--- src/verilog/acl_defs.vh ---
// Constants for the converter calibration and link format control block.
// Assumes a 125 MHz core clock and a 32-bit AXI4-Lite register bus.
`ifndef ACL_DEFS_VH
`define ACL_DEFS_VH

// Register byte offsets
`define ACL_REG_CTRL 8'h00
`define ACL_REG_LINK 8'h04
`define ACL_REG_DRV 8'h08
`define ACL_REG_STATUS 8'h0c

// Control register fields
`define ACL_CTRL_PD 0
`define ACL_CTRL_DIV_LO 1
`define ACL_CTRL_DIV_HI 2
`define ACL_CTRL_OFFBIN 3
`define ACL_CTRL_SCR 4
`define ACL_CTRL_SYSGATE 5
`define ACL_CTRL_RST 32'h0000_0000

// Link register fields: frames per multiframe minus one, test select, ramp step
`define ACL_LINK_KM1_LO 0
`define ACL_LINK_KM1_HI 4
`define ACL_LINK_TST_LO 8
`define ACL_LINK_TST_HI 11
`define ACL_LINK_STEP_LO 16
`define ACL_LINK_STEP_HI 31
`define ACL_LINK_RST 32'h0001_001f
`define ACL_KM1_MIN 5'h08

// Driver register fields
`define ACL_DRV_SWING_LO 0
`define ACL_DRV_SWING_HI 2
`define ACL_DRV_DEEMPH_LO 4
`define ACL_DRV_DEEMPH_HI 6
`define ACL_DRV_RST 32'h0000_0000

// Link status register fields
`define ACL_STAT_CAL_DONE 0
`define ACL_STAT_CAL_BUSY 1
`define ACL_STAT_PD 2
`define ACL_STAT_SUBCLASS_LO 4
`define ACL_STAT_SUBCLASS_HI 5

// Test sequence codes
`define ACL_TST_DATA 4'h0
`define ACL_TST_D215 4'h1
`define ACL_TST_K285 4'h2
`define ACL_TST_ILA 4'h3
`define ACL_TST_PRBS7 4'h4
`define ACL_TST_PRBS15 4'h5
`define ACL_TST_PRBS23 4'h6
`define ACL_TST_RAMP 4'h7

// Link octet constants
`define ACL_OCT_D215 8'hb5
`define ACL_OCT_K285 8'hbc
`define ACL_SUBCLASS 2'h1

// Timing, in sampling clock cycles
`define ACL_PWRUP_CYC 24'h80_2c80
`define ACL_CAL_CYC 24'h0f_4240

`endif

--- src/verilog/acl_top.v ---
// Calibration sequencer, sample format, test sequences and link settings
// for a single-lane converter back end, with an AXI4-Lite register slave.
// Assumes the core clock is the device clock, and the framer, scrambler and
// 8b/10b encoder sit downstream of the lane word outputs.
// Contract
// - Auto calibration after 8.4M-cycle power-up delay
// - Calibration run lasts about one million cycles
// - Power-down then normal starts calibration, flag set
// - Two's complement default, offset binary selectable
// - Format applied before framing, scrambling, encoding
// - Link is subclass 1 only
// - Accept periodic, pulsed or one-shot SYSREF
// - Deterministic latency with standard SYSREF, subclass 1
// - One lane, settable K, optional scrambling
// - D21.5, K28.5, ILA, PRBS, ramp sequences
// - No idle, transport, RPAT or JSPAT patterns
// - No lane polarity inversion, AC coupling only
// - Swing and de-emphasis codes 0..7
// - Divide setting change re-initializes the link
// - Divide device clock by 1, 2, 4 or 8
`include "acl_defs.vh"
`timescale 1ns/1ns
`default_nettype none

module acl_top #(
  parameter [23:0] P_PWRUP_CYC = `ACL_PWRUP_CYC,
  parameter [23:0] P_CAL_CYC = `ACL_CAL_CYC
) (
  input wire i_core_clk,
  input wire i_srst,
  input wire i_supply_ok,
  input wire i_clk_ok,
  input wire [13:0] i_sample,
  input wire i_sysref,
  input wire i_axi_awvalid,
  output reg o_axi_awready,
  input wire [7:0] i_axi_awaddr,
  input wire i_axi_wvalid,
  output reg o_axi_wready,
  input wire [31:0] i_axi_wdata,
  input wire [3:0] i_axi_wstrb,
  output reg o_axi_bvalid,
  input wire i_axi_bready,
  output reg [1:0] o_axi_bresp,
  input wire i_axi_arvalid,
  output reg o_axi_arready,
  input wire [7:0] i_axi_araddr,
  output reg o_axi_rvalid,
  input wire i_axi_rready,
  output reg [31:0] o_axi_rdata,
  output reg [1:0] o_axi_rresp,
  output reg o_sample_tick,
  output reg o_cal_active,
  output reg [15:0] o_lane_word,
  output reg [1:0] o_lane_is_k,
  output reg o_lane_valid,
  output reg o_ila_repeat,
  output reg o_link_reinit,
  output reg o_lmfc_align,
  output reg o_scramble_en,
  output reg [4:0] o_k_minus1,
  output reg [2:0] o_swing_code,
  output reg [2:0] o_deemph_code
);

  localparam [1:0] S_OFF = 2'h0;
  localparam [1:0] S_WAIT = 2'h1;
  localparam [1:0] S_CAL = 2'h2;
  localparam [1:0] S_DONE = 2'h3;

  function [31:0] merge;
    input [31:0] old;
    input [31:0] nw;
    input [3:0] strb;
    integer b;
    begin
      merge = old;
      for (b = 0; b < 4; b = b + 1) begin
        if (strb[b]) merge[b*8 +: 8] = nw[b*8 +: 8];
      end
    end
  endfunction

  // Sixteen LFSR steps per sample; returns {word, next state}
  function [38:0] prbs16;
    input [22:0] st;
    input [3:0] mode;
    integer n;
    reg [22:0] s;
    reg [15:0] w;
    reg fb;
    begin
      s = st;
      w = 16'h0000;
      for (n = 0; n < 16; n = n + 1) begin
        if (mode == `ACL_TST_PRBS7) fb = s[6] ^ s[5];
        else if (mode == `ACL_TST_PRBS15) fb = s[14] ^ s[13];
        else fb = s[22] ^ s[17];
        w = {w[14:0], fb};
        s = {s[21:0], fb};
      end
      prbs16 = {w, s};
    end
  endfunction

  ////////////////////////////////////////////////////////////////////////////
  // Register file and AXI4-Lite slave

  reg [31:0] ctrl_q;
  reg [31:0] link_q;
  reg [31:0] drv_q;
  reg [1:0] state_q;
  reg aw_held_q;
  reg w_held_q;
  reg [7:0] awaddr_q;
  reg [31:0] wdata_q;
  reg [3:0] wstrb_q;
  wire aw_take = i_axi_awvalid && o_axi_awready;
  wire w_take = i_axi_wvalid && o_axi_wready;
  wire aw_ok = aw_held_q || aw_take;
  wire w_ok = w_held_q || w_take;
  wire [7:0] wa = aw_held_q ? awaddr_q : i_axi_awaddr;
  wire [31:0] wd = w_held_q ? wdata_q : i_axi_wdata;
  wire [3:0] ws = w_held_q ? wstrb_q : i_axi_wstrb;
  wire do_wr = aw_ok && w_ok && !o_axi_bvalid;
  // Subclass field is fixed and read only
  wire [31:0] status_w = {26'h0, `ACL_SUBCLASS, 1'b0, ctrl_q[`ACL_CTRL_PD],
                          (state_q == S_CAL), (state_q == S_DONE)};
  reg [31:0] link_d;

  always @* begin
    link_d = merge(link_q, wd, ws);
    // Frames per multiframe held at or above its floor
    if (link_d[`ACL_LINK_KM1_HI:`ACL_LINK_KM1_LO] < `ACL_KM1_MIN) begin
      link_d[`ACL_LINK_KM1_HI:`ACL_LINK_KM1_LO] = `ACL_KM1_MIN;
    end
  end

  always @(posedge i_core_clk) begin
    if (i_srst) begin
      ctrl_q <= `ACL_CTRL_RST;
      link_q <= `ACL_LINK_RST;
      drv_q <= `ACL_DRV_RST;
      aw_held_q <= 1'b0;
      w_held_q <= 1'b0;
      awaddr_q <= 8'h00;
      wdata_q <= 32'h0000_0000;
      wstrb_q <= 4'h0;
      o_axi_awready <= 1'b0;
      o_axi_wready <= 1'b0;
      o_axi_bvalid <= 1'b0;
      o_axi_bresp <= 2'h0;
    end else begin
      if (aw_take) begin
        aw_held_q <= 1'b1;
        awaddr_q <= i_axi_awaddr;
      end
      if (w_take) begin
        w_held_q <= 1'b1;
        wdata_q <= i_axi_wdata;
        wstrb_q <= i_axi_wstrb;
      end
      o_axi_awready <= !aw_ok && !o_axi_awready && !o_axi_bvalid;
      o_axi_wready <= !w_ok && !o_axi_wready && !o_axi_bvalid;
      if (do_wr) begin
        aw_held_q <= 1'b0;
        w_held_q <= 1'b0;
        o_axi_bvalid <= 1'b1;
        o_axi_bresp <= 2'h0;
        if (wa == `ACL_REG_CTRL) begin
          ctrl_q <= merge(ctrl_q, wd, ws) & 32'h0000_003f;
        end else if (wa == `ACL_REG_LINK) begin
          link_q <= link_d & 32'hffff_0f1f;
        end else if (wa == `ACL_REG_DRV) begin
          drv_q <= merge(drv_q, wd, ws) & 32'h0000_0077;
        end else if (wa == `ACL_REG_STATUS) begin
          o_axi_bresp <= 2'h0;
        end else begin
          o_axi_bresp <= 2'h2;
        end
      end else if (o_axi_bvalid && i_axi_bready) begin
        o_axi_bvalid <= 1'b0;
      end
    end
  end

  always @(posedge i_core_clk) begin
    if (i_srst) begin
      o_axi_arready <= 1'b0;
      o_axi_rvalid <= 1'b0;
      o_axi_rdata <= 32'h0000_0000;
      o_axi_rresp <= 2'h0;
    end else begin
      o_axi_arready <= !o_axi_arready && !o_axi_rvalid && i_axi_arvalid;
      if (i_axi_arvalid && o_axi_arready) begin
        o_axi_rvalid <= 1'b1;
        o_axi_rresp <= 2'h0;
        if (i_axi_araddr == `ACL_REG_CTRL) begin
          o_axi_rdata <= ctrl_q;
        end else if (i_axi_araddr == `ACL_REG_LINK) begin
          o_axi_rdata <= link_q;
        end else if (i_axi_araddr == `ACL_REG_DRV) begin
          o_axi_rdata <= drv_q;
        end else if (i_axi_araddr == `ACL_REG_STATUS) begin
          o_axi_rdata <= status_w;
        end else begin
          o_axi_rdata <= 32'h0000_0000;
          o_axi_rresp <= 2'h2;
        end
      end else if (o_axi_rvalid && i_axi_rready) begin
        o_axi_rvalid <= 1'b0;
      end
    end
  end

  ////////////////////////////////////////////////////////////////////////////
  // Sampling clock divider and link re-initialization

  wire pd = ctrl_q[`ACL_CTRL_PD];
  wire [1:0] div_code = ctrl_q[`ACL_CTRL_DIV_HI:`ACL_CTRL_DIV_LO];
  reg [2:0] div_cnt_q;
  reg [1:0] div_prev_q;
  // Ratio minus one: 0, 1, 3 or 7
  wire [2:0] div_last = (3'h1 << div_code) - 3'h1;
  wire tick = (div_cnt_q >= div_last);

  always @(posedge i_core_clk) begin
    if (i_srst) begin
      div_cnt_q <= 3'h0;
      div_prev_q <= 2'h0;
      o_sample_tick <= 1'b0;
      o_link_reinit <= 1'b0;
    end else begin
      div_cnt_q <= tick ? 3'h0 : div_cnt_q + 3'h1;
      o_sample_tick <= tick;
      div_prev_q <= div_code;
      // Counter runs on; the >= compare absorbs a shrinking ratio
      o_link_reinit <= (div_prev_q != div_code);
    end
  end

  ////////////////////////////////////////////////////////////////////////////
  // Calibration sequencer, counted in sampling clock cycles

  reg [23:0] cal_cnt_q;
  reg pd_prev_q;

  always @(posedge i_core_clk) begin
    if (i_srst) begin
      state_q <= S_OFF;
      cal_cnt_q <= 24'h00_0000;
      pd_prev_q <= 1'b0;
      o_cal_active <= 1'b0;
    end else begin
      pd_prev_q <= pd;
      case (state_q)
        S_OFF: begin
          cal_cnt_q <= 24'h00_0000;
          if (i_supply_ok && i_clk_ok && !pd) begin
            // Leaving power-down is a manual recal: no power-up delay
            state_q <= pd_prev_q ? S_CAL : S_WAIT;
          end
        end
        S_WAIT: begin
          if (tick) cal_cnt_q <= cal_cnt_q + 24'h00_0001;
          if (pd || !i_supply_ok || !i_clk_ok) begin
            state_q <= S_OFF;
          end else if (tick && cal_cnt_q == P_PWRUP_CYC - 24'h00_0001) begin
            state_q <= S_CAL;
            cal_cnt_q <= 24'h00_0000;
          end
        end
        S_CAL: begin
          if (tick) cal_cnt_q <= cal_cnt_q + 24'h00_0001;
          if (pd) begin
            state_q <= S_OFF;
          end else if (tick && cal_cnt_q == P_CAL_CYC - 24'h00_0001) begin
            state_q <= S_DONE;
          end
        end
        default: begin
          if (pd) state_q <= S_OFF;
        end
      endcase
      o_cal_active <= (state_q == S_CAL);
    end
  end

  ////////////////////////////////////////////////////////////////////////////
  // Sample format and test sequence selection, ahead of the framer

  wire [3:0] tst = link_q[`ACL_LINK_TST_HI:`ACL_LINK_TST_LO];
  wire is_prbs = (tst == `ACL_TST_PRBS7) || (tst == `ACL_TST_PRBS15) ||
                 (tst == `ACL_TST_PRBS23);
  reg [22:0] lfsr_q;
  wire [38:0] prbs_nx = prbs16(lfsr_q, tst);
  wire [13:0] fmt = {i_sample[13] ^ ctrl_q[`ACL_CTRL_OFFBIN], i_sample[12:0]};
  reg [15:0] ramp_q;
  reg sys_prev_q;

  always @(posedge i_core_clk) begin
    if (i_srst) begin
      lfsr_q <= 23'h7f_ffff;
      ramp_q <= 16'h0000;
      o_lane_word <= 16'h0000;
      o_lane_is_k <= 2'h0;
      o_lane_valid <= 1'b0;
      o_ila_repeat <= 1'b0;
    end else begin
      o_lane_valid <= tick && !pd && (state_q == S_DONE);
      o_ila_repeat <= (tst == `ACL_TST_ILA);
      o_lane_is_k <= 2'h0;
      if (tick && is_prbs) lfsr_q <= prbs_nx[22:0];
      if (tick && tst == `ACL_TST_RAMP) begin
        ramp_q <= ramp_q + link_q[`ACL_LINK_STEP_HI:`ACL_LINK_STEP_LO];
      end
      if (tst == `ACL_TST_D215) begin
        o_lane_word <= {`ACL_OCT_D215, `ACL_OCT_D215};
      end else if (tst == `ACL_TST_K285) begin
        o_lane_word <= {`ACL_OCT_K285, `ACL_OCT_K285};
        o_lane_is_k <= 2'h3;
      end else if (is_prbs) begin
        o_lane_word <= prbs_nx[38:23];
      end else if (tst == `ACL_TST_RAMP) begin
        o_lane_word <= ramp_q;
      end else begin
        // Unsupported codes fall back to sample data
        o_lane_word <= {fmt, 2'b00};
      end
    end
  end

  ////////////////////////////////////////////////////////////////////////////
  // SYSREF capture and link settings

  always @(posedge i_core_clk) begin
    if (i_srst) begin
      sys_prev_q <= 1'b0;
      o_lmfc_align <= 1'b0;
      o_scramble_en <= 1'b0;
      o_k_minus1 <= 5'h1f;
      o_swing_code <= 3'h0;
      o_deemph_code <= 3'h0;
    end else begin
      sys_prev_q <= i_sysref;
      // Every gated rising edge realigns, whatever the SYSREF style
      o_lmfc_align <= ctrl_q[`ACL_CTRL_SYSGATE] && i_sysref && !sys_prev_q;
      o_scramble_en <= ctrl_q[`ACL_CTRL_SCR];
      o_k_minus1 <= link_q[`ACL_LINK_KM1_HI:`ACL_LINK_KM1_LO];
      o_swing_code <= drv_q[`ACL_DRV_SWING_HI:`ACL_DRV_SWING_LO];
      // No polarity control exists on the lane
      o_deemph_code <= drv_q[`ACL_DRV_DEEMPH_HI:`ACL_DRV_DEEMPH_LO];
    end
  end

endmodule // acl_top

`default_nettype wire

--- config.mk ---
export PLATFORM = sky130hd
export DESIGN_NAME = acl_top
export DESIGN_NICKNAME = d
export VERILOG_FILES = /design/src/verilog/acl_top.v
export VERILOG_INCLUDE_DIRS = /design/src /design/src/verilog
export SDC_FILE = /design/constraint.sdc
export NUM_CORES = 1
export LEC_CHECK = 0
export BUFFER_PORTS_ARGS = -buffer_cell sky130_fd_sc_hd__buf_4
export CELL_PAD_IN_SITES_DETAIL_PLACEMENT = 1
export CELL_PAD_IN_SITES_GLOBAL_PLACEMENT = 1
export CORE_UTILIZATION = 25
export DETAILED_ROUTE_END_ITERATION = 7
export PLACE_DENSITY_LB_ADDON = 0.1
export SLEW_MARGIN = 20
export SYNTH_ARGS = -nofsm -noshare
export SYNTH_HDL_FRONTEND = slang
export SYNTH_SLANG_ARGS = --single-unit
--- constraint.sdc ---
create_clock -name i_core_clk -period 6 [get_ports i_core_clk]
set_clock_uncertainty 0.15 [all_clocks]
set_input_delay 1.2 -clock i_core_clk [delete_from_list [all_inputs] [get_ports i_core_clk]]
set_output_delay 1.2 -clock i_core_clk [all_outputs]
set_load 0.01 [all_outputs]
* Word level (Yosys, flattened, before mapping)
Cells that the tools add are included.
Cells by class: add/sub/neg operators 4, $mul 0, divide/modulo/power cells 0, $lt $le $gt $ge 2, equality and inequality tests 22, shifts and indexed selects 1, muxes and demuxes 70, bitwise gates (word level) 43, reduce and logical (&&, ||, !) cells 58
Operators with widths (count):
- $mux W32 | 3
- $mux W24 | 3
- $pmux W24 S3 | 1
- $mux W16 | 4
- $xor A1 B1 Y1 | 41
- $mux W1 | 36
- $eq A8 B4 Y1 const B | 4
- $mux W2 | 16
- $add A24 B1 Y24 const B | 1
- $eq A24 B20 Y1 const B | 1
- $eq A24 B24 Y1 const B | 1
- $logic_and A1 B1 Y1 | 23
- $add A16 B16 Y16 | 1
- $eq A4 B3 Y1 const B | 4
- $eq A8 B3 Y1 const B | 2
- $logic_not A8 Y1 | 2
- $reduce_and A4 Y1 | 4
- $mux W5 | 3
- $logic_not A1 Y1 | 11
- $eq A4 B2 Y1 const B | 2
- $mux W8 | 1
- $mux W7 | 1
- $logic_or A1 B1 Y1 | 6
- $pmux W2 S3 | 1
- other kinds (22) | 28
Storage, ports and cells: bits in registers 232, latch bits 0, bits in writable memories 0, memory bits (read-only) 0, input bits 76, memories 0

* Depth between registers and ports, before layout
depth after elaboration 10, depth in mapped cells 11, gate-level depth less buffers 11

* Worst setup path after synthesis
Ideal clock, no wire load.
path type input port to flip-flop, start point input port i_axi_awvalid, end point register link_q[27], library setup time 0.086 ns, data arrival time 2.679 ns, data required time 5.764 ns, path slack 3.085 ns, stages 10, buffers on the path 2, path through buf_2 > a21oi_1 > nor2_1 > o21ai_0 > nor2_2 > nand3_2 > nor2_4 > buf_4 > nor2_1 > a211oi_1
Between the ends: longest elaborated chain between the ends 5
Ends and longest elaborated chain:
- from (decl) | line acl_top.v:35 | input wire i_axi_awvalid,
- $logic_and A1 B1 Y1 | line acl_top.v:118 | wire aw_take = i_axi_awvalid && o_axi_awready;
- $logic_or A1 B1 Y1 | line acl_top.v:120 | wire aw_ok = aw_held_q || aw_take;
- $logic_and A1 B1 Y1 (2 in a row) | line acl_top.v:125 | wire do_wr = aw_ok && w_ok && !o_axi_bvalid;
- $reduce_and A4 Y1 (no source line)
- to (signal assigned) | line acl_top.v:142 | link_q <= `ACL_LINK_RST;
- to (signal assigned) | line acl_top.v:173 | link_q <= link_d & 32'hffff_0f1f;
- to (decl) | line acl_top.v:110 | reg [31:0] link_q;
Every way passes these cells. A chain may end at the register's enable or synchronous reset.

* Final worst setup path
start point register ctrl_q[1], end point register cal_cnt_q[9]
Between the ends: longest elaborated chain between the ends 7, elaborated cells on any way between the ends 8
Ends and longest elaborated chain:
- from (decl) | line acl_top.v:109 | reg [31:0] ctrl_q;
- from (signal assigned) | line acl_top.v:141 | ctrl_q <= `ACL_CTRL_RST;
- from (signal assigned) | line acl_top.v:171 | ctrl_q <= merge(ctrl_q, wd, ws) & 32'h0000_003f;
- $shl A1 B2 Y3 * | line acl_top.v:224 | wire [2:0] div_last = (3'h1 << div_code) - 3'h1;
- $sub A3 B1 Y3 * | line acl_top.v:224
- $ge A3 B3 Y1 * | line acl_top.v:225 | wire tick = (div_cnt_q >= div_last);
- $mux W24 or $logic_and A1 B1 Y1 (tied branches) | line acl_top.v:265, acl_top.v:268
- $mux W24 | line acl_top.v:268 | end else if (tick && cal_cnt_q == P_PWRUP_CYC - 24'h00_0001) begin
- $mux W24 | line acl_top.v:266 | if (pd || !i_supply_ok || !i_clk_ok) begin
- $pmux W24 S3 * | line acl_top.v:256 | case (state_q)
- to (signal assigned) | line acl_top.v:265 | if (tick) cal_cnt_q <= cal_cnt_q + 24'h00_0001;
- to (signal assigned) | line acl_top.v:274 | if (tick) cal_cnt_q <= cal_cnt_q + 24'h00_0001;
- to (decl) | line acl_top.v:245 | reg [23:0] cal_cnt_q;
Every way passes the cells marked *; elsewhere a longest branch is shown, timed or not.

==> metrics.md <==
| Metric | Value |
|---|---|
| Cell Area, Synth | 0.01042 mm² |
| Clock sink total | 219 |
| TNS Setup | 0 ns |
| DIE AREA | 0.04251 mm² |
| Fin crit share | 0.6275 |
| Post-Syn Instances | 1,259 |
| Nets | 1,450 |
| Clock tree from TritonCTS | done |
| Synthesis-to-layout area growth | 23.33% |
| # IOs | 153 |
| FF+latch count, synth | 219 |
| Placement Rows | 74 |
| Footprint of the multi-input gates | 0.005557 mm² |
| Hold crit path type | flip-flop to flip-flop |
| Skew-Pair Late Insertion Delay | 0.56 ns |
| Placeable Area | 0.04102 mm² |
| Die height | 206.2 µm |
| Largest net degree at the start of global routing | 78 |
| RePlAce Congestion | 0.7922 |
| Setup Viol. Count Final | 0 |
| CTS resizes | 0 |
| Crit path capture type | flip-flop |
| Starting DRT DRC Count | 468 |
| Synth top area cells | dfxtp_1 42%, nand2_1 5.8%, nor2_1 4.8%, a21oi_1 4.8%, mux2i_1 4.0% |
| Hold Vio Cnt, Final | 0 |
| Relative slew slack | 0.3361 |
| Worst hold stages | 2 |
| Yosys Warn Count | 0 |
| Syn Area/Cell | 8.278 µm² |
| CTS Hold Bufs | 0 |
| PwrDens | 279.1 mW/mm² |
| DRC violations left | 5 |
| Die Wd | 206.2 µm |
| Placed Instance Area | 0.01185 mm² |
| Critical Path AT | 4.08 ns |
| H-tree depth | 1 |
| Drt pass-1 iters | 8 |
| R2R depth | 10 |
| Fin area | 0.01285 mm² |
| Fill cells | 4,778 |
| Port buffer count | 140 |
| Failing checks | design-rule violations |
| DR WL/cell | 17.94 µm |
| Post-synth top cells | 219 x dfxtp_1, 161 x nand2_1, 134 x nor2_1 |
| Via/cell ratio | 4.795 |
| Starting Density | 0.2541 |
| CTS Buffer Depth | 3 |
| Detail Route Antenna Nets | 0 |
| FFs w/ async S/R, synth | 0 |
| Yosys cell types | 72 |
| Post-synth EDFFs | 0 |
| Initial antenna violation count | 0 |
| # Post-CTS Setup Buffers | 0 |
| Clock slew seen by the registers of the worst setup and hold paths | 0.06 ns |
| Max cap viols | 0 |
| Layout cells sized above 1 | 0.1673 |
| Min Tclk post-route | 3.765 ns |
| Top_reg_cell synth | dfxtp_1 |
| Worst Path Required | 6.32 ns |
| First-pass GRT wire length | 54,010 µm |
| Clk root buf | clkbuf_16 |
| Total Routing Usage GR | 0.1615 |
| Most numerous cell in the Yosys netlist | dfxtp_1 |
| Total CTS buffers | 28 |
| CP Class | flip-flop to flip-flop |
| Vias in the first global route | 9,278 |
| Achievable clock frequency | 265.6 MHz |
| Routed WL | 34,100 µm |
| Worst VDD drop | 183.6 µV |
| Status | finished, violations left |
| Register Area | 0.004385 mm² |
| Total gr overflow | 0 |
| Vias | 9,115 |
| CP max FO | 15 |
| RSZ-0062 raised after global routing | no |
| Hpwl dp | 24,140 µm |
| CP startpoint kind | flip-flop |
| # diodes | 0 |
| Register area share after synthesis | 0.4206 |
| Leak | 4.862 nW |
| Worst Tran Pin Value | 0.9913 ns |
| Final max-slew violation count | 0 |
| Share of the synthesized area in the top cell type | 0.4206 |
| Synth area leader | dfxtp_1 |
[stage by stage]
step / util / power [mW] / hold slack (ns) / setup WS, ns / cells
after floorplan: - / 1.688 / 0.2813 / 3.085 / 1265
after global placement: 0.2890 / 1.793 / 0.2878 / 2.233 / 1850
after detailed placement: 0.2890 / 1.795 / 0.2974 / 2.182 / 1850
after CTS: 0.3134 / 3.656 / 0.3048 / 2.149 / 1901
after global routing: 0.3134 / 3.749 / 0.3181 / 1.928 / 1901
final: 0.3134 / 3.588 / 0.3024 / 2.235 / 1901
[cell families (layout without fill, tap and decap cells)]
family | after synthesis | after routing | synth area share
and+or+nand+nor | 486 | 486 | 0.2180
AOI/OAI and AO/OA | 304 | 304 | 0.1856
DFF | 219 | 219 | 0.4206
buffers and inverters | 124 | 228 | 0.04958
xor gates and xnor gates | 50 | 50 | 0.04274
muxes | 49 | 49 | 0.05114
adders and majority gates | 26 | 26 | 0.03193
other | 1 | 7 | 0.0003598
[registers in the layout, indices dropped and copies added, names as in the netlist, 6 cells and up]
name	flops
o_lane_word	16
awaddr_q	8
wdata_q	27
ctrl_q	6
o_axi_rdata	27
drv_q	6
cal_cnt_q	24
ramp_q	16
lfsr_q	23
link_q	25
[critical path: stages, from the launching register on]
cell and delay [ns]:
dfxtp_1 0.36, or2_2 0.32, ha_1 0.27, nand2b_1 0.14
a21o_1 0.22, a21oi_4 0.34, nor3_1 0.12, a41o_1 0.48
nor3_2 0.75, nand2_1 0.26, o31ai_1 0.26
[layout by cell type, fill, tap and decap left out, types with 5 or more instances in the layout]
master,n
and2_1,6
bufinv_16,5
nor4_1,10
a21o_1,8
nand3_1,42
o21ai_0,59
nor3_1,33
inv_1,22
o31ai_1,10
nand2_1,161
xor2_1,25
a211oi_1,45
ha_1,25
or2_2,6
o211ai_1,14
mux2i_1,42
clkbuf_8,5
nor2b_1,23
clkbuf_1,6
clkinv_2,5
nand2b_1,10
nor2_1,134
nand4_1,7
conb_1,7
and3_1,12
a22oi_1,25
a21oi_1,99
buf_4,153
xnor2_1,24
or3_1,13
dfxtp_1,218
clkbuf_16,29
[where the power goes]
group	switching [mW]	internal, mW	total [mW]
Combinational	0.147	0.104	0.251
Clock	0.675	1.15	1.83
Sequential	0.0234	1.48	1.51
Total	0.845	2.74	3.59
[final timing paths]
check,slack (ns),start,to
min,0.30,awaddr_q[2],awaddr_q[2]
max reg2reg,2.23,ctrl_q[1],cal_cnt_q[9]
max,2.23,ctrl_q[1],cal_cnt_q[9]
min reg2reg,0.30,awaddr_q[2],awaddr_q[2]
[per-layer routing]
| metal | part of all wire | global-route usage | up-vias | routed length [µm] |
|---|---|---|---|---|
| li1 | - | - | 4599 | - |
| met1 | 0.48 | 0.2202 | 4338 | 16480 |
| met2 | 0.45 | 0.2577 | 135 | 15340 |
| met3 | 0.046 | 0.03154 | 43 | 1584 |
| met4 | 0.020 | 0.04438 | 0 | 698 |
| met5 | 0 | 0 | - | 0 |
[final cells by class]
cell class              instances  share of cell area
clock buffers                  40             0.06356
clock inverters                11             0.01421
inverters                      23            0.006717
multi-input cells             922              0.4323
flip-flops and latches        219              0.3412
well taps                     532             0.05179
repair buffers                154             0.09024
Note: power is estimated with default switching activity, not from simulation.
